==> config.mk <==
export PLATFORM = sky130hd
export DESIGN_NAME = mseq_top
export DESIGN_NICKNAME = d
export VERILOG_FILES = /design/src/mseq_pkg.sv /design/src/mseq_top.sv
export SDC_FILE = /design/constraint.sdc
export NUM_CORES = 1
export LEC_CHECK = 0
export CAP_MARGIN = 15
export CORE_MARGIN = 2
export CORE_UTILIZATION = 55
export CTS_CLUSTER_DIAMETER = 40
export DETAILED_ROUTE_END_ITERATION = 12
export DONT_BUFFER_PORTS = 1
export PLACE_DENSITY_LB_ADDON = 0.05
export SYNTH_ARGS = -nofsm -noshare
export SYNTH_HDL_FRONTEND = slang
export SYNTH_SLANG_ARGS = --single-unit
==> constraint.sdc <==
create_clock -name pclk -period 3.8 [get_ports pclk]
set_input_delay 0.38 -clock pclk [delete_from_list [all_inputs] [get_ports pclk]]
set_output_delay 0.38 -clock pclk [all_outputs]
set_load 0.01 [all_outputs]
==> src/mseq_pkg.sv <==
`default_nettype none
package mseq_pkg;
	// Register byte offsets.
	localparam logic [7:0] OFS_CTRL = 8'h00;
	localparam logic [7:0] OFS_TIMER = 8'h04;
	localparam logic [7:0] OFS_STATUS = 8'h08;
	// Control register field positions.
	localparam int CTRL_LAUNCH = 0;
	localparam int CTRL_HALT = 1;
	localparam int CTRL_IDLE_POWER = 2;
	localparam int CTRL_LAUNCH_EXIT = 3;
	localparam int CTRL_LP_TARGET = 5;
	localparam int CTRL_IDLE_EXIT = 6;
	localparam int CTRL_TX_EXIT = 7;
	localparam int CTRL_RX_EXIT = 8;
	localparam int CTRL_TIMEOUT_EXIT = 11;
	localparam int CTRL_GOT_FRAME_EXIT = 13;
	localparam int CTRL_BASE_MODE = 16;
	localparam int CTRL_CHECK_ON = 17;
	localparam int CTRL_AUTOFLUSH = 18;
	localparam logic [31:0] CTRL_WMASK = 32'h0007_FFFC;
	localparam logic [31:0] CTRL_RESET = 32'h0000_0000;
	// Timer register field positions.
	localparam int TMR_STEP1 = 0;
	localparam int TMR_STEP2 = 2;
	localparam int TMR_MULT1 = 8;
	localparam int TMR_MULT2 = 16;
	localparam logic [31:0] TMR_WMASK = 32'h00FF_FF0F;
	localparam logic [31:0] TMR_RESET = 32'h0000_0000;
	// Status register field positions.
	localparam int STS_STATE = 0;
	localparam int STS_CHIP = 4;
	localparam int STS_INITIAL = 8;
	localparam int STS_TIMER_ON = 9;
	localparam int STS_TIMER_PHASE = 10;
	// Timer resolutions and the clock period.
	localparam int CLK_NS = 20;
	localparam int STEP1_NS = 64000;
	localparam int STEP2_NS = 4100000;
	localparam int STEP3_NS = 262000000;
	localparam int STEP1_CYC = STEP1_NS / CLK_NS;
	localparam int STEP2_CYC = STEP2_NS / CLK_NS;
	localparam int STEP3_CYC = STEP3_NS / CLK_NS;
	// Selection codes.
	localparam logic [1:0] STEP_OFF = 2'h0;
	localparam logic [1:0] LX_LP = 2'h0;
	localparam logic [1:0] LX_RX = 2'h1;
	localparam logic [1:0] LX_TX = 2'h2;
	localparam logic [2:0] RX_PAY_FRAME = 3'h1;
	localparam logic [2:0] RX_PAY_LP = 3'h2;
	localparam logic [2:0] RX_CHECK = 3'h3;
	localparam logic [2:0] RX_LEVEL_OFF = 3'h4;
	localparam logic [2:0] RX_PATTERN_OFF = 3'h5;
	localparam logic [2:0] RX_PREAMBLE_OFF = 3'h6;
	localparam logic [1:0] TO_RELAUNCH = 2'h0;
	localparam logic [1:0] TO_TX = 2'h1;
	localparam logic [1:0] TO_LP = 2'h2;
	localparam logic [2:0] GF_OFF = 3'h0;
	localparam logic [2:0] GF_TX_DRAINED = 3'h1;
	localparam logic [2:0] GF_LP = 3'h2;
	localparam logic [2:0] GF_RX_SYNTH = 3'h3;
	localparam logic [2:0] GF_RX = 3'h4;
	typedef enum logic [3:0] {
		SEQ_OFF, SEQ_WAIT_LEVEL, SEQ_IDLE, SEQ_TX, SEQ_RX,
		SEQ_GOT_FRAME, SEQ_LP_SELECT, SEQ_RX_TIMEOUT, SEQ_SYNTH
	} mseq_state_t;
	typedef enum logic [2:0] {
		MODE_SLEEP, MODE_STANDBY, MODE_SYNTH, MODE_TX, MODE_RX
	} mseq_mode_t;
endpackage
`default_nettype wire

==> src/mseq_top.sv <==
// Notes on behaviour
// - Idle power select picks Standby or Sleep.
// - Launch exit code steers the first move.
// - Low-power target picks Off or Idle.
// - Launch mode recorded, restored on low-power Off.
// - Idle and Transmit exits follow their bits.
// - Receive exit code picks event and target.
// - Failed check in code 011 takes timeout path unless autoflush is on.
// - Second timer in Receive goes low-power.
// - Timeout exit code picks target after timeout.
// - Any of three timeouts counts as timeout.
// - Got-frame exit code picks next state.
// - Two interval timers feed sequencer triggers.
// - First timer fires after launch or second.
// - Second timer fires after the first.
// - Timers alternate regardless; disabled one stops chain.
// - Step code times multiplier gives interval.
// - Halt forces Off from any state.
// - Idle ignores all but first timer and halt.
//
// The APB slave port and the address map were decided locally.
`default_nettype none
module mseq_top #(
	parameter int STEP1_CYCLES = mseq_pkg::STEP1_CYC,
	parameter int STEP2_CYCLES = mseq_pkg::STEP2_CYC,
	parameter int STEP3_CYCLES = mseq_pkg::STEP3_CYC
) (
	// Clock and reset.
	input wire logic pclk,
	input wire logic presetn,
	// APB slave.
	input wire logic psel,
	input wire logic penable,
	input wire logic pwrite,
	input wire logic [7:0] paddr,
	input wire logic [31:0] pwdata,
	output logic [31:0] prdata_q,
	output logic pready_q,
	output logic pslverr_q,
	// Radio events, one-cycle pulses.
	input wire logic frame_sent_event,
	input wire logic payload_available_event,
	input wire logic check_pass_event,
	input wire logic level_event,
	input wire logic pattern_match_event,
	input wire logic preamble_found_event,
	input wire logic level_timeout_event,
	input wire logic preamble_timeout_event,
	input wire logic pattern_timeout_event,
	input wire logic queue_level_event,
	input wire logic queue_drained_event,
	input wire logic freq_changed,
	// Chip control.
	output mseq_pkg::mseq_mode_t chip_mode_q,
	output logic receiver_relaunch_q,
	output logic first_timer_event_q,
	output logic second_timer_event_q
);
	logic [31:0] ctrl_q, ctrl_d, tmr_q, tmr_d, prdata_d;
	logic pready_d, pslverr_d, acc, wr, launch, halt, receive_timeout_event;
	mseq_pkg::mseq_state_t state_q, state_d;
	mseq_pkg::mseq_mode_t chip_mode_d, initial_q, initial_d, off_mode_q, off_mode_d;
	logic relaunch_d, t1_d, t2_d, tmr_on_q, tmr_on_d, phase_q, phase_d;
	logic [23:0] cyc_q, cyc_d;
	logic [7:0] cnt_q, cnt_d, mult;
	logic [1:0] step, step1, step2;

	function automatic logic [23:0] step_cycles(input logic [1:0] code);
		unique case (code)
			2'h1: step_cycles = 24'(STEP1_CYCLES);
			2'h2: step_cycles = 24'(STEP2_CYCLES);
			2'h3: step_cycles = 24'(STEP3_CYCLES);
			default: step_cycles = 24'h00_0001;
		endcase
	endfunction

	function automatic mseq_pkg::mseq_mode_t low_power(input logic sleep);
		low_power = sleep ? mseq_pkg::MODE_SLEEP : mseq_pkg::MODE_STANDBY;
	endfunction

	// One wait state keeps read data registered; a transfer ends on the second access cycle.
	assign acc = psel & penable & pready_q;
	assign wr = acc & pwrite;
	assign launch = wr & (paddr == mseq_pkg::OFS_CTRL) & pwdata[mseq_pkg::CTRL_LAUNCH]
		& (state_q == mseq_pkg::SEQ_OFF);
	assign halt = wr & (paddr == mseq_pkg::OFS_CTRL) & pwdata[mseq_pkg::CTRL_HALT];
	assign receive_timeout_event = level_timeout_event | preamble_timeout_event
		| pattern_timeout_event;
	assign step1 = tmr_q[mseq_pkg::TMR_STEP1 +: 2];
	assign step2 = tmr_q[mseq_pkg::TMR_STEP2 +: 2];

	always_comb begin
		ctrl_d = ctrl_q;
		tmr_d = tmr_q;
		off_mode_d = off_mode_q;
		pready_d = psel & penable & ~pready_q;
		pslverr_d = 1'b0;
		prdata_d = 32'h0000_0000;
		if (psel & penable & ~pready_q) begin
			unique case (paddr)
				mseq_pkg::OFS_CTRL: prdata_d = ctrl_q;
				mseq_pkg::OFS_TIMER: prdata_d = tmr_q;
				mseq_pkg::OFS_STATUS: begin
					prdata_d[mseq_pkg::STS_STATE +: 4] = state_q;
					prdata_d[mseq_pkg::STS_CHIP +: 3] = chip_mode_q;
					prdata_d[mseq_pkg::STS_INITIAL] = (initial_q == mseq_pkg::MODE_SLEEP);
					prdata_d[mseq_pkg::STS_TIMER_ON] = tmr_on_q;
					prdata_d[mseq_pkg::STS_TIMER_PHASE] = phase_q;
				end
				default: pslverr_d = 1'b1;
			endcase
		end
		if (wr & (paddr == mseq_pkg::OFS_CTRL)) begin
			ctrl_d = pwdata & mseq_pkg::CTRL_WMASK;
			off_mode_d = low_power(pwdata[mseq_pkg::CTRL_BASE_MODE]);
		end
		if (wr & (paddr == mseq_pkg::OFS_TIMER)) begin
			tmr_d = pwdata & mseq_pkg::TMR_WMASK;
		end
		if ((state_q == mseq_pkg::SEQ_LP_SELECT) & ~ctrl_q[mseq_pkg::CTRL_LP_TARGET]) begin
			off_mode_d = initial_q;
		end
	end

	// Timer chain: one cycle counter and one multiplier counter serve whichever timer is running, since they never overlap.
	always_comb begin
		tmr_on_d = tmr_on_q;
		phase_d = phase_q;
		cyc_d = cyc_q;
		cnt_d = cnt_q;
		t1_d = 1'b0;
		t2_d = 1'b0;
		step = phase_q ? step2 : step1;
		mult = phase_q ? tmr_q[mseq_pkg::TMR_MULT2 +: 8] : tmr_q[mseq_pkg::TMR_MULT1 +: 8];
		if (halt) begin
			tmr_on_d = 1'b0;
		end else if (launch) begin
			tmr_on_d = (step1 != mseq_pkg::STEP_OFF);
			phase_d = 1'b0;
			cyc_d = 24'h00_0000;
			cnt_d = 8'h00;
		end else if (tmr_on_q) begin
			if (cyc_q + 24'h00_0001 >= step_cycles(step)) begin
				cyc_d = 24'h00_0000;
				if (cnt_q + 8'h01 >= mult) begin
					cnt_d = 8'h00;
					t1_d = ~phase_q;
					t2_d = phase_q;
					phase_d = ~phase_q;
					tmr_on_d = ((phase_q ? step1 : step2) != mseq_pkg::STEP_OFF);
				end else begin
					cnt_d = cnt_q + 8'h01;
				end
			end else begin
				cyc_d = cyc_q + 24'h00_0001;
			end
		end
	end

	// Sequencer next state; the timers advance whatever state this machine is in.
	always_comb begin
		state_d = state_q;
		initial_d = initial_q;
		relaunch_d = 1'b0;
		unique case (state_q)
			mseq_pkg::SEQ_OFF: begin
				if (launch) begin
					initial_d = low_power(ctrl_q[mseq_pkg::CTRL_BASE_MODE]);
					unique case (ctrl_q[mseq_pkg::CTRL_LAUNCH_EXIT +: 2])
						mseq_pkg::LX_LP: state_d = mseq_pkg::SEQ_LP_SELECT;
						mseq_pkg::LX_RX: state_d = mseq_pkg::SEQ_RX;
						mseq_pkg::LX_TX: state_d = mseq_pkg::SEQ_TX;
						default: state_d = mseq_pkg::SEQ_WAIT_LEVEL;
					endcase
				end
			end
			mseq_pkg::SEQ_WAIT_LEVEL: begin
				if (queue_level_event) state_d = mseq_pkg::SEQ_TX;
			end
			mseq_pkg::SEQ_IDLE: begin
				if (first_timer_event_q) begin
					state_d = ctrl_q[mseq_pkg::CTRL_IDLE_EXIT] ? mseq_pkg::SEQ_RX
						: mseq_pkg::SEQ_TX;
				end
			end
			mseq_pkg::SEQ_TX: begin
				if (frame_sent_event) begin
					state_d = ctrl_q[mseq_pkg::CTRL_TX_EXIT] ? mseq_pkg::SEQ_RX
						: mseq_pkg::SEQ_LP_SELECT;
				end
			end
			mseq_pkg::SEQ_RX: begin
				if (second_timer_event_q) begin
					state_d = mseq_pkg::SEQ_LP_SELECT;
				end else if (receive_timeout_event) begin
					state_d = mseq_pkg::SEQ_RX_TIMEOUT;
				end else begin
					unique case (ctrl_q[mseq_pkg::CTRL_RX_EXIT +: 3])
						mseq_pkg::RX_PAY_FRAME:
							if (payload_available_event) state_d = mseq_pkg::SEQ_GOT_FRAME;
						mseq_pkg::RX_PAY_LP:
							if (payload_available_event) state_d = mseq_pkg::SEQ_LP_SELECT;
						mseq_pkg::RX_CHECK: begin
							if (check_pass_event) begin
								state_d = mseq_pkg::SEQ_GOT_FRAME;
							end else if (payload_available_event & ctrl_q[mseq_pkg::CTRL_CHECK_ON]
								& ~ctrl_q[mseq_pkg::CTRL_AUTOFLUSH]) begin
								state_d = mseq_pkg::SEQ_RX_TIMEOUT;
							end
						end
						mseq_pkg::RX_LEVEL_OFF: if (level_event) state_d = mseq_pkg::SEQ_OFF;
						mseq_pkg::RX_PATTERN_OFF:
							if (pattern_match_event) state_d = mseq_pkg::SEQ_OFF;
						mseq_pkg::RX_PREAMBLE_OFF:
							if (preamble_found_event) state_d = mseq_pkg::SEQ_OFF;
						default: state_d = mseq_pkg::SEQ_RX;
					endcase
				end
			end
			mseq_pkg::SEQ_RX_TIMEOUT: begin
				unique case (ctrl_q[mseq_pkg::CTRL_TIMEOUT_EXIT +: 2])
					mseq_pkg::TO_RELAUNCH: begin
						state_d = mseq_pkg::SEQ_RX;
						relaunch_d = 1'b1;
					end
					mseq_pkg::TO_TX: state_d = mseq_pkg::SEQ_TX;
					mseq_pkg::TO_LP: state_d = mseq_pkg::SEQ_LP_SELECT;
					default: state_d = mseq_pkg::SEQ_OFF;
				endcase
			end
			mseq_pkg::SEQ_GOT_FRAME: begin
				unique case (ctrl_q[mseq_pkg::CTRL_GOT_FRAME_EXIT +: 3])
					mseq_pkg::GF_OFF: state_d = mseq_pkg::SEQ_OFF;
					mseq_pkg::GF_TX_DRAINED: if (queue_drained_event) state_d = mseq_pkg::SEQ_TX;
					mseq_pkg::GF_LP: state_d = mseq_pkg::SEQ_LP_SELECT;
					mseq_pkg::GF_RX_SYNTH:
						state_d = freq_changed ? mseq_pkg::SEQ_SYNTH : mseq_pkg::SEQ_RX;
					mseq_pkg::GF_RX: state_d = mseq_pkg::SEQ_RX;
					default: state_d = mseq_pkg::SEQ_GOT_FRAME;
				endcase
			end
			mseq_pkg::SEQ_LP_SELECT: begin
				state_d = ctrl_q[mseq_pkg::CTRL_LP_TARGET] ? mseq_pkg::SEQ_IDLE
					: mseq_pkg::SEQ_OFF;
			end
			mseq_pkg::SEQ_SYNTH: state_d = mseq_pkg::SEQ_RX;
			default: state_d = mseq_pkg::SEQ_OFF;
		endcase
		if (halt) begin
			state_d = mseq_pkg::SEQ_OFF;
			relaunch_d = 1'b0;
		end
	end

	// The transitory states SEQ_LP_SELECT and SEQ_RX_TIMEOUT keep the previous chip mode, so the radio sees no glitch.
	always_comb begin
		chip_mode_d = chip_mode_q;
		unique case (state_d)
			mseq_pkg::SEQ_OFF: chip_mode_d = off_mode_d;
			mseq_pkg::SEQ_WAIT_LEVEL: chip_mode_d = initial_d;
			mseq_pkg::SEQ_IDLE: chip_mode_d = low_power(ctrl_q[mseq_pkg::CTRL_IDLE_POWER]);
			mseq_pkg::SEQ_TX: chip_mode_d = mseq_pkg::MODE_TX;
			mseq_pkg::SEQ_RX, mseq_pkg::SEQ_GOT_FRAME: chip_mode_d = mseq_pkg::MODE_RX;
			mseq_pkg::SEQ_SYNTH: chip_mode_d = mseq_pkg::MODE_SYNTH;
			default: chip_mode_d = chip_mode_q;
		endcase
	end

	always_ff @(posedge pclk or negedge presetn) begin
		if (!presetn) begin
			ctrl_q <= mseq_pkg::CTRL_RESET;
			tmr_q <= mseq_pkg::TMR_RESET;
			prdata_q <= 32'h0000_0000;
			pready_q <= 1'b0;
			pslverr_q <= 1'b0;
			state_q <= mseq_pkg::SEQ_OFF;
			initial_q <= mseq_pkg::MODE_STANDBY;
			off_mode_q <= mseq_pkg::MODE_STANDBY;
			chip_mode_q <= mseq_pkg::MODE_STANDBY;
			receiver_relaunch_q <= 1'b0;
			tmr_on_q <= 1'b0;
			phase_q <= 1'b0;
			cyc_q <= 24'h00_0000;
			cnt_q <= 8'h00;
			first_timer_event_q <= 1'b0;
			second_timer_event_q <= 1'b0;
		end else begin
			ctrl_q <= ctrl_d;
			tmr_q <= tmr_d;
			prdata_q <= prdata_d;
			pready_q <= pready_d;
			pslverr_q <= pslverr_d;
			state_q <= state_d;
			initial_q <= initial_d;
			off_mode_q <= off_mode_d;
			chip_mode_q <= chip_mode_d;
			receiver_relaunch_q <= relaunch_d;
			tmr_on_q <= tmr_on_d;
			phase_q <= phase_d;
			cyc_q <= cyc_d;
			cnt_q <= cnt_d;
			first_timer_event_q <= t1_d;
			second_timer_event_q <= t2_d;
		end
	end
endmodule
`default_nettype wire

==> out/qor.txt, run 1 <==
Mean Syn Cell Area: 9.46 µm²
Worst Hold Class: input port to register
Commonest cells after routing, fill and taps aside: 115 x nand2_1, 105 x dfrtp_1, 43 x nor2_1
Asr flop ratio synth: 100%
CTS tree: yes
Cell Pwr Density: 415 mW/mm²
Library cells used by synthesis: 78
WP data arrival: 3.88 ns
Die Y: 114 µm
Area Growth Syn to Fin: 13.9%
Hold_sp: paddr[2]
Achievable Freq: 279 MHz
Leakage power: 3.63 nW
Hold slack: 0.0429 ns
CP Launch Type: register
Critical Path RT: 4.10 ns
Worst relative slew slack: 42.0%
Seq/Total Area, Yosys: 42.8%
Reg2reg end: cnt_q[3]$_DFFE_PN0P_
Root Buffer: clkbuf_16
GPL Wtd Cong: 0.885
H-tree Lvls: 4
Post-layout nets: 810
Placement Setup Slack: 0.126 ns
Status: finished, final reports clean
HPWL Detailed: 11,800 µm
Largest net degree at the start of global routing: 114
Layout Skew: 0.00576 ns
Mapped Cells: 699
Total wire length: 16,500 µm
Primary FF master, synth: dfrtp_1
Critical register-to-register path startpoint: cyc_q[14]$_DFFE_PN0P_
Post-layout util: 63.5%
Final worst path period need: 3.59 ns
Syn. warnings: 0
TritonRoute pass-1 iters: 6
Initial antenna violation count: 0
Post-synth EDFFs: 0
Die extent in x: 114 µm
Share of the synthesized area in the top cell type: 41.6%
Starting density of the core: 55.7%
Setup TNS: 0 ns
Area of the die: 0.0129 mm²
First-pass GRT wire length: 26,600 µm
Remaining antenna violation count: 0
Core Area: 0.0119 mm²
Worst setup margin: 0.215 ns
Critical-path maximum fanout: 8
Gr ovfl total: 0
CTS Buf Count: 17
Worst skew pair latency: 0.41 ns
CTS Sinks: 113
Slew @ Worst Pin: 0.862 ns
Worst Hold End: prdata_q[5]$_DFF_PN0_
Vias in the first global route: 5,182
Synth area leaders: dfrtp_1 42%, nand2_1 6.5%, ha_1 5.9%, mux2_2 4.3%, mux2i_1 3.2%
DRC Markers: 0
Drt initial violations: 439
Worst VDD drop: 276 µV
Number of synthesized register bits: 113
Worst Setup End Kind: register
# IOs: 97
Commonest non-fill, non-tap cell in the layout: nand2_1
Worst-path clk slew: 0.06 ns
Ant diodes: 0
WHS Path Cells: 1
GRT Overall Usage: 26.3%
Hold Fails Final Rpt: 0
Number of I/O port buffers: 0
Tcrit/Tclk final: 94.4%
Synth Cell Area: 0.00661 mm²
Vias: 5,418
Fin. max-slew vios: 0
Layout cell share with drive strength beyond 1: 17.6%
Critical Setup Path Class: register to register
Final setup viols: 0
Yosys top cell by area: dfrtp_1
Maxcap violations: 0
Worst r2r path cells: 15
Wire per inst: 18.7 µm
Placed Area: 0.00682 mm²
Fin area: 0.00753 mm²
Vias/cell: 6.14
Row count: 40
Clock buffer depth: 2
Reg2reg setup slack: 0.21 ns
layout make-up:
class                   instances  area [µm²]
fillers                       946        4330
repair buffers                 38         312
clock buffers                  18         439
flip-flops and latches        113        2840
multi-input cells             539        3600
inverters                      13        48.8
well taps                     147         184
clock inverters                14         106
power breakdown:
group | leakage [nW] | switching [mW] | internal [mW]
Combinational | 1.85 | 0.193 | 0.145
Clock | 0.260 | 0.607 | 0.856
Sequential | 1.52 | 0.0795 | 1.25
per-layer routing:
layer  GRT usage [%]  part of all wire [%]  vias up
met4            9.27                   1.7        0
li1                -                     -     2556
met5               0                     0        -
met2            39.8                    47      182
met1            37.3                    44     2657
met3            6.00                   7.1       23
synth_stat cells, drive strengths merged, types with 8 or more instances:
master  count
a21oi      21
a22oi      11
and2        8
and3       25
buf        16
clkbuf     25
dfrtp     110
ha         31
inv        13
mux2       25
mux2i      21
nand2     118
nand3      21
nand4       9
nor2       45
nor2b      10
nor3       15
o21ai      43
o31ai       9
xnor2      15
xor2        8
stage by stage:
| step | total power [mW] | std cells |
|---|---|---|
| finish | 3.13 | 882 |
| global route | 3.24 | 882 |
| global placement | 1.65 | 838 |
| floorplan | 1.60 | 706 |
| detailed placement | 1.65 | 838 |
| CTS | 3.14 | 872 |
cell families (layout without fill, tap and decap cells):
group | after synthesis | after routing | synth area share [%]
multiplexers | 47 | 47 | 7.78
adder cells (fa/ha/maj) | 31 | 31 | 5.87
AO/OA/AOI/OAI | 140 | 140 | 14.6
buffers and inverters | 54 | 83 | 3.75
XOR/XNOR | 23 | 23 | 3.05
flip-flops | 113 | 113 | 42.8
AND/OR/NAND/NOR | 290 | 290 | 22.1
other | 1 | 8 | 0.0567
flip-flops by register name, summed over array words and instances, names as in the netlist:
name,count
tmr_on_q,1
phase_q,1
cnt_q,8
cyc_q,24
ctrl_q,17
pready_q,1
pslverr_q,1
receiver_relaunch_q,1
tmr_q,20
chip_mode_q,3
prdata_q,24
second_timer_event_q,1
initial_q,3
first_timer_event_q,1
off_mode_q,3
state_q,4
repair_timing:
item / 4_1_cts / 5_1_grt
setup buffers: 0 / 9
endpoints found under the setup margin: 0 / 33
gates resized for setup: 0 / 16
hold buffers: 2 / 0
endpoints found under the hold margin: 113 / 0
worst max-delay path: stages, from the launching register on:
cell	delay, ns
dfrtp_2	0.42
nand4_1	0.15
nor3_4	0.33
nand2_1	0.19
nor2_2	0.17
nand3_1	0.14
nor2_1	0.18
xor2_1	0.12
ha_1	0.24
a211o_1	0.27
a311o_1	0.32
o31ai_4	0.32
nand2_4	0.15
buf_4	0.17
nand4_1	0.07
a21bo_2	0.22
worst max-delay path by stage:
stage / start / endpoint / cells past startpoint / slack, ns
CTS: cyc_q[4]$_DFFE_PN0P_ / cyc_q[7]$_DFFE_PN0P_ / 14 / 0.11
finish: cyc_q[14]$_DFFE_PN0P_ / cnt_q[3]$_DFFE_PN0P_ / 15 / 0.21
floorplan: cyc_q[0]$_DFFE_PN0P_ / cnt_q[0]$_DFFE_PN0P_ / 15 / 0.34
global route: cyc_q[14]$_DFFE_PN0P_ / cnt_q[6]$_DFFE_PN0P_ / 15 / -0.03
global placement: cyc_q[0]$_DFFE_PN0P_ / cyc_q[2]$_DFFE_PN0P_ / 14 / 0.23
detailed placement: cyc_q[4]$_DFFE_PN0P_ / cyc_q[7]$_DFFE_PN0P_ / 14 / 0.13
No activity file was read; power rests on OpenSTA's default activity.
==> run 2: changes to the inputs <==
--- a/config.mk
+++ b/config.mk
@@ -7,7 +7,7 @@
 export LEC_CHECK = 0
 export CAP_MARGIN = 15
 export CORE_MARGIN = 2
-export CORE_UTILIZATION = 55
+export CORE_UTILIZATION = 45
 export CTS_CLUSTER_DIAMETER = 40
 export DETAILED_ROUTE_END_ITERATION = 12
 export DONT_BUFFER_PORTS = 1
==> out/qor.txt, run 2 (synthesized netlist as in run 1, its figures left out) <==
Maxcap violations: 0
Worst relative slew slack: 47.2%
Starting density of the core: 45.8%
Critical Setup Path Class: register to register
Commonest non-fill, non-tap cell in the layout: nand2_1
Leakage power: 3.68 nW
Number of I/O port buffers: 0
Placed Area: 0.00690 mm²
Worst skew pair latency: 0.42 ns
Worst r2r path cells: 13
Largest net degree at the start of global routing: 114
Worst-path clk slew: 0.06 ns
CTS Sinks: 113
Final setup viols: 0
FILL cells: 1,341
Layout Skew: 0.00818 ns
Fin. max-slew vios: 0
CP Launch Type: register
Core Area: 0.0144 mm²
Achievable Freq: 278 MHz
HPWL Detailed: 12,300 µm
Multi-input gate area: 0.00359 mm²
WP data arrival: 3.89 ns
Cell Pwr Density: 452 mW/mm²
TritonRoute pass-1 iters: 5
Die Y: 125 µm
Slew @ Worst Pin: 0.785 ns
Crit path launch: cyc_q[0]$_DFFE_PN0P_
RSZ-0062 raised after global routing: false
GPL Wtd Cong: 0.864
Worst Setup End Kind: register
Initial antenna violation count: 0
Tcrit/Tclk final: 94.5%
CTS Buf Count: 17
Worst VDD drop: 293 µV
H-tree Lvls: 4
Fin area: 0.00765 mm²
Reg2reg setup slack: 0.21 ns
Gr ovfl total: 0
Root Buffer: clkbuf_16
Critical register-to-register path startpoint: cyc_q[0]$_DFFE_PN0P_
Drt initial violations: 293
Area Growth Syn to Fin: 15.6%
DRC Markers: 0
Hold Fails Final Rpt: 0
Worst Hold Class: input port to register
Vias/cell: 5.69
First-pass GRT wire length: 27,600 µm
Reg2reg end: cnt_q[0]$_DFFE_PN0P_
# IOs: 97
GRT Overall Usage: 22.1%
Wire per inst: 18.5 µm
Vias: 5,210
Layout cell share with drive strength beyond 1: 16.1%
Status: finished, final reports clean
Clock buffer depth: 2
Die extent in x: 125 µm
Ant diodes: 0
Remaining antenna violation count: 0
Post-layout nets: 807
Setup TNS: 0 ns
Final worst path period need: 3.59 ns
CTS tree: yes
Crit path to: cnt_q[0]$_DFFE_PN0P_
Total wire length: 17,000 µm
Row count: 44
Vias in the first global route: 5,086
Critical Path RT: 4.10 ns
Storage element area: 0.00283 mm²
Commonest cells after routing, fill and taps aside: 115 x nand2_1, 108 x dfrtp_1, 44 x nor2_1
Critical-path maximum fanout: 7
Area of the die: 0.0157 mm²
Largest registers: cyc_q: 24 flops, prdata_q: 24 flops, tmr_q: 20 flops
==> run 2: timing repair <==
action / in CTS / in global routing
hold buffers: 2 / 0
buffers inserted: 0 / 2
gates resized for setup: 0 / 9
endpoints found under the hold margin: 113 / 0
setup endpoints to repair: 0 / 25
==> run 2: critical path: stages (launching register included) <==
cell and delay, ns:
dfrtp_2 0.44, and4_1 0.24, and2_2 0.26, and3_1 0.25, xor2_1 0.16, ha_1 0.30, a211oi_2 0.17, o21ai_0 0.12
a211o_1 0.29, a311o_1 0.32, o31ai_4 0.33, nand2_4 0.15, nand2_4 0.12, mux2_2 0.32
==> run 2: cell type report <==
type,count,area share [%]
clock buffer,18,5.61
clock inverter,14,3.01
inverter,13,0.638
multi-input combinational,539,46.9
sequential,113,37.1
tap,184,3.01
timing repair buffer,35,3.78
==> run 2: routing by layer <==
layer | part of all wire [%] | track usage [%] | vias up
met5 | 0 | 0 | -
met4 | 1.4 | 7.32 | 0
met3 | 5.2 | 5.26 | 22
met2 | 44 | 33.1 | 141
met1 | 49 | 31.8 | 2489
li1 | - | - | 2558
==> run 2: per-stage QoR <==
stage | worst slack (ns) | instances | total power [mW] | hold WS, ns | utilization [%]
global route | 0.00470 | 916 | 3.59 | 0.0343 | 53.0
floorplan | 0.342 | 706 | 1.60 | 0.0844 | -
detailed placement | 0.111 | 880 | 1.66 | 0.0884 | 47.9
finish | 0.209 | 916 | 3.45 | 0.0433 | 53.0
CTS | 0.0916 | 914 | 3.48 | 0.0210 | 52.7
global placement | 0.141 | 880 | 1.65 | 0.0882 | 47.9
==> run 2: how the worst min path moves through the flow <==
stage	cells past startpoint	to	startpoint
global route	1	prdata_q[6]$_DFF_PN0_	paddr[2]
detailed placement	0	cnt_q[3]$_DFFE_PN0P_	presetn
CTS	1	prdata_q[5]$_DFF_PN0_	paddr[2]
global placement	0	cnt_q[6]$_DFFE_PN0P_	presetn
floorplan	0	chip_mode_q[1]$_DFFE_PN0P_	presetn
finish	1	prdata_q[5]$_DFF_PN0_	paddr[2]
==> run 2: power by group <==
part | internal [mW] | switching, mW
Combinational | 0.144 | 0.200
Sequential | 1.25 | 0.0842
Clock | 1.17 | 0.604
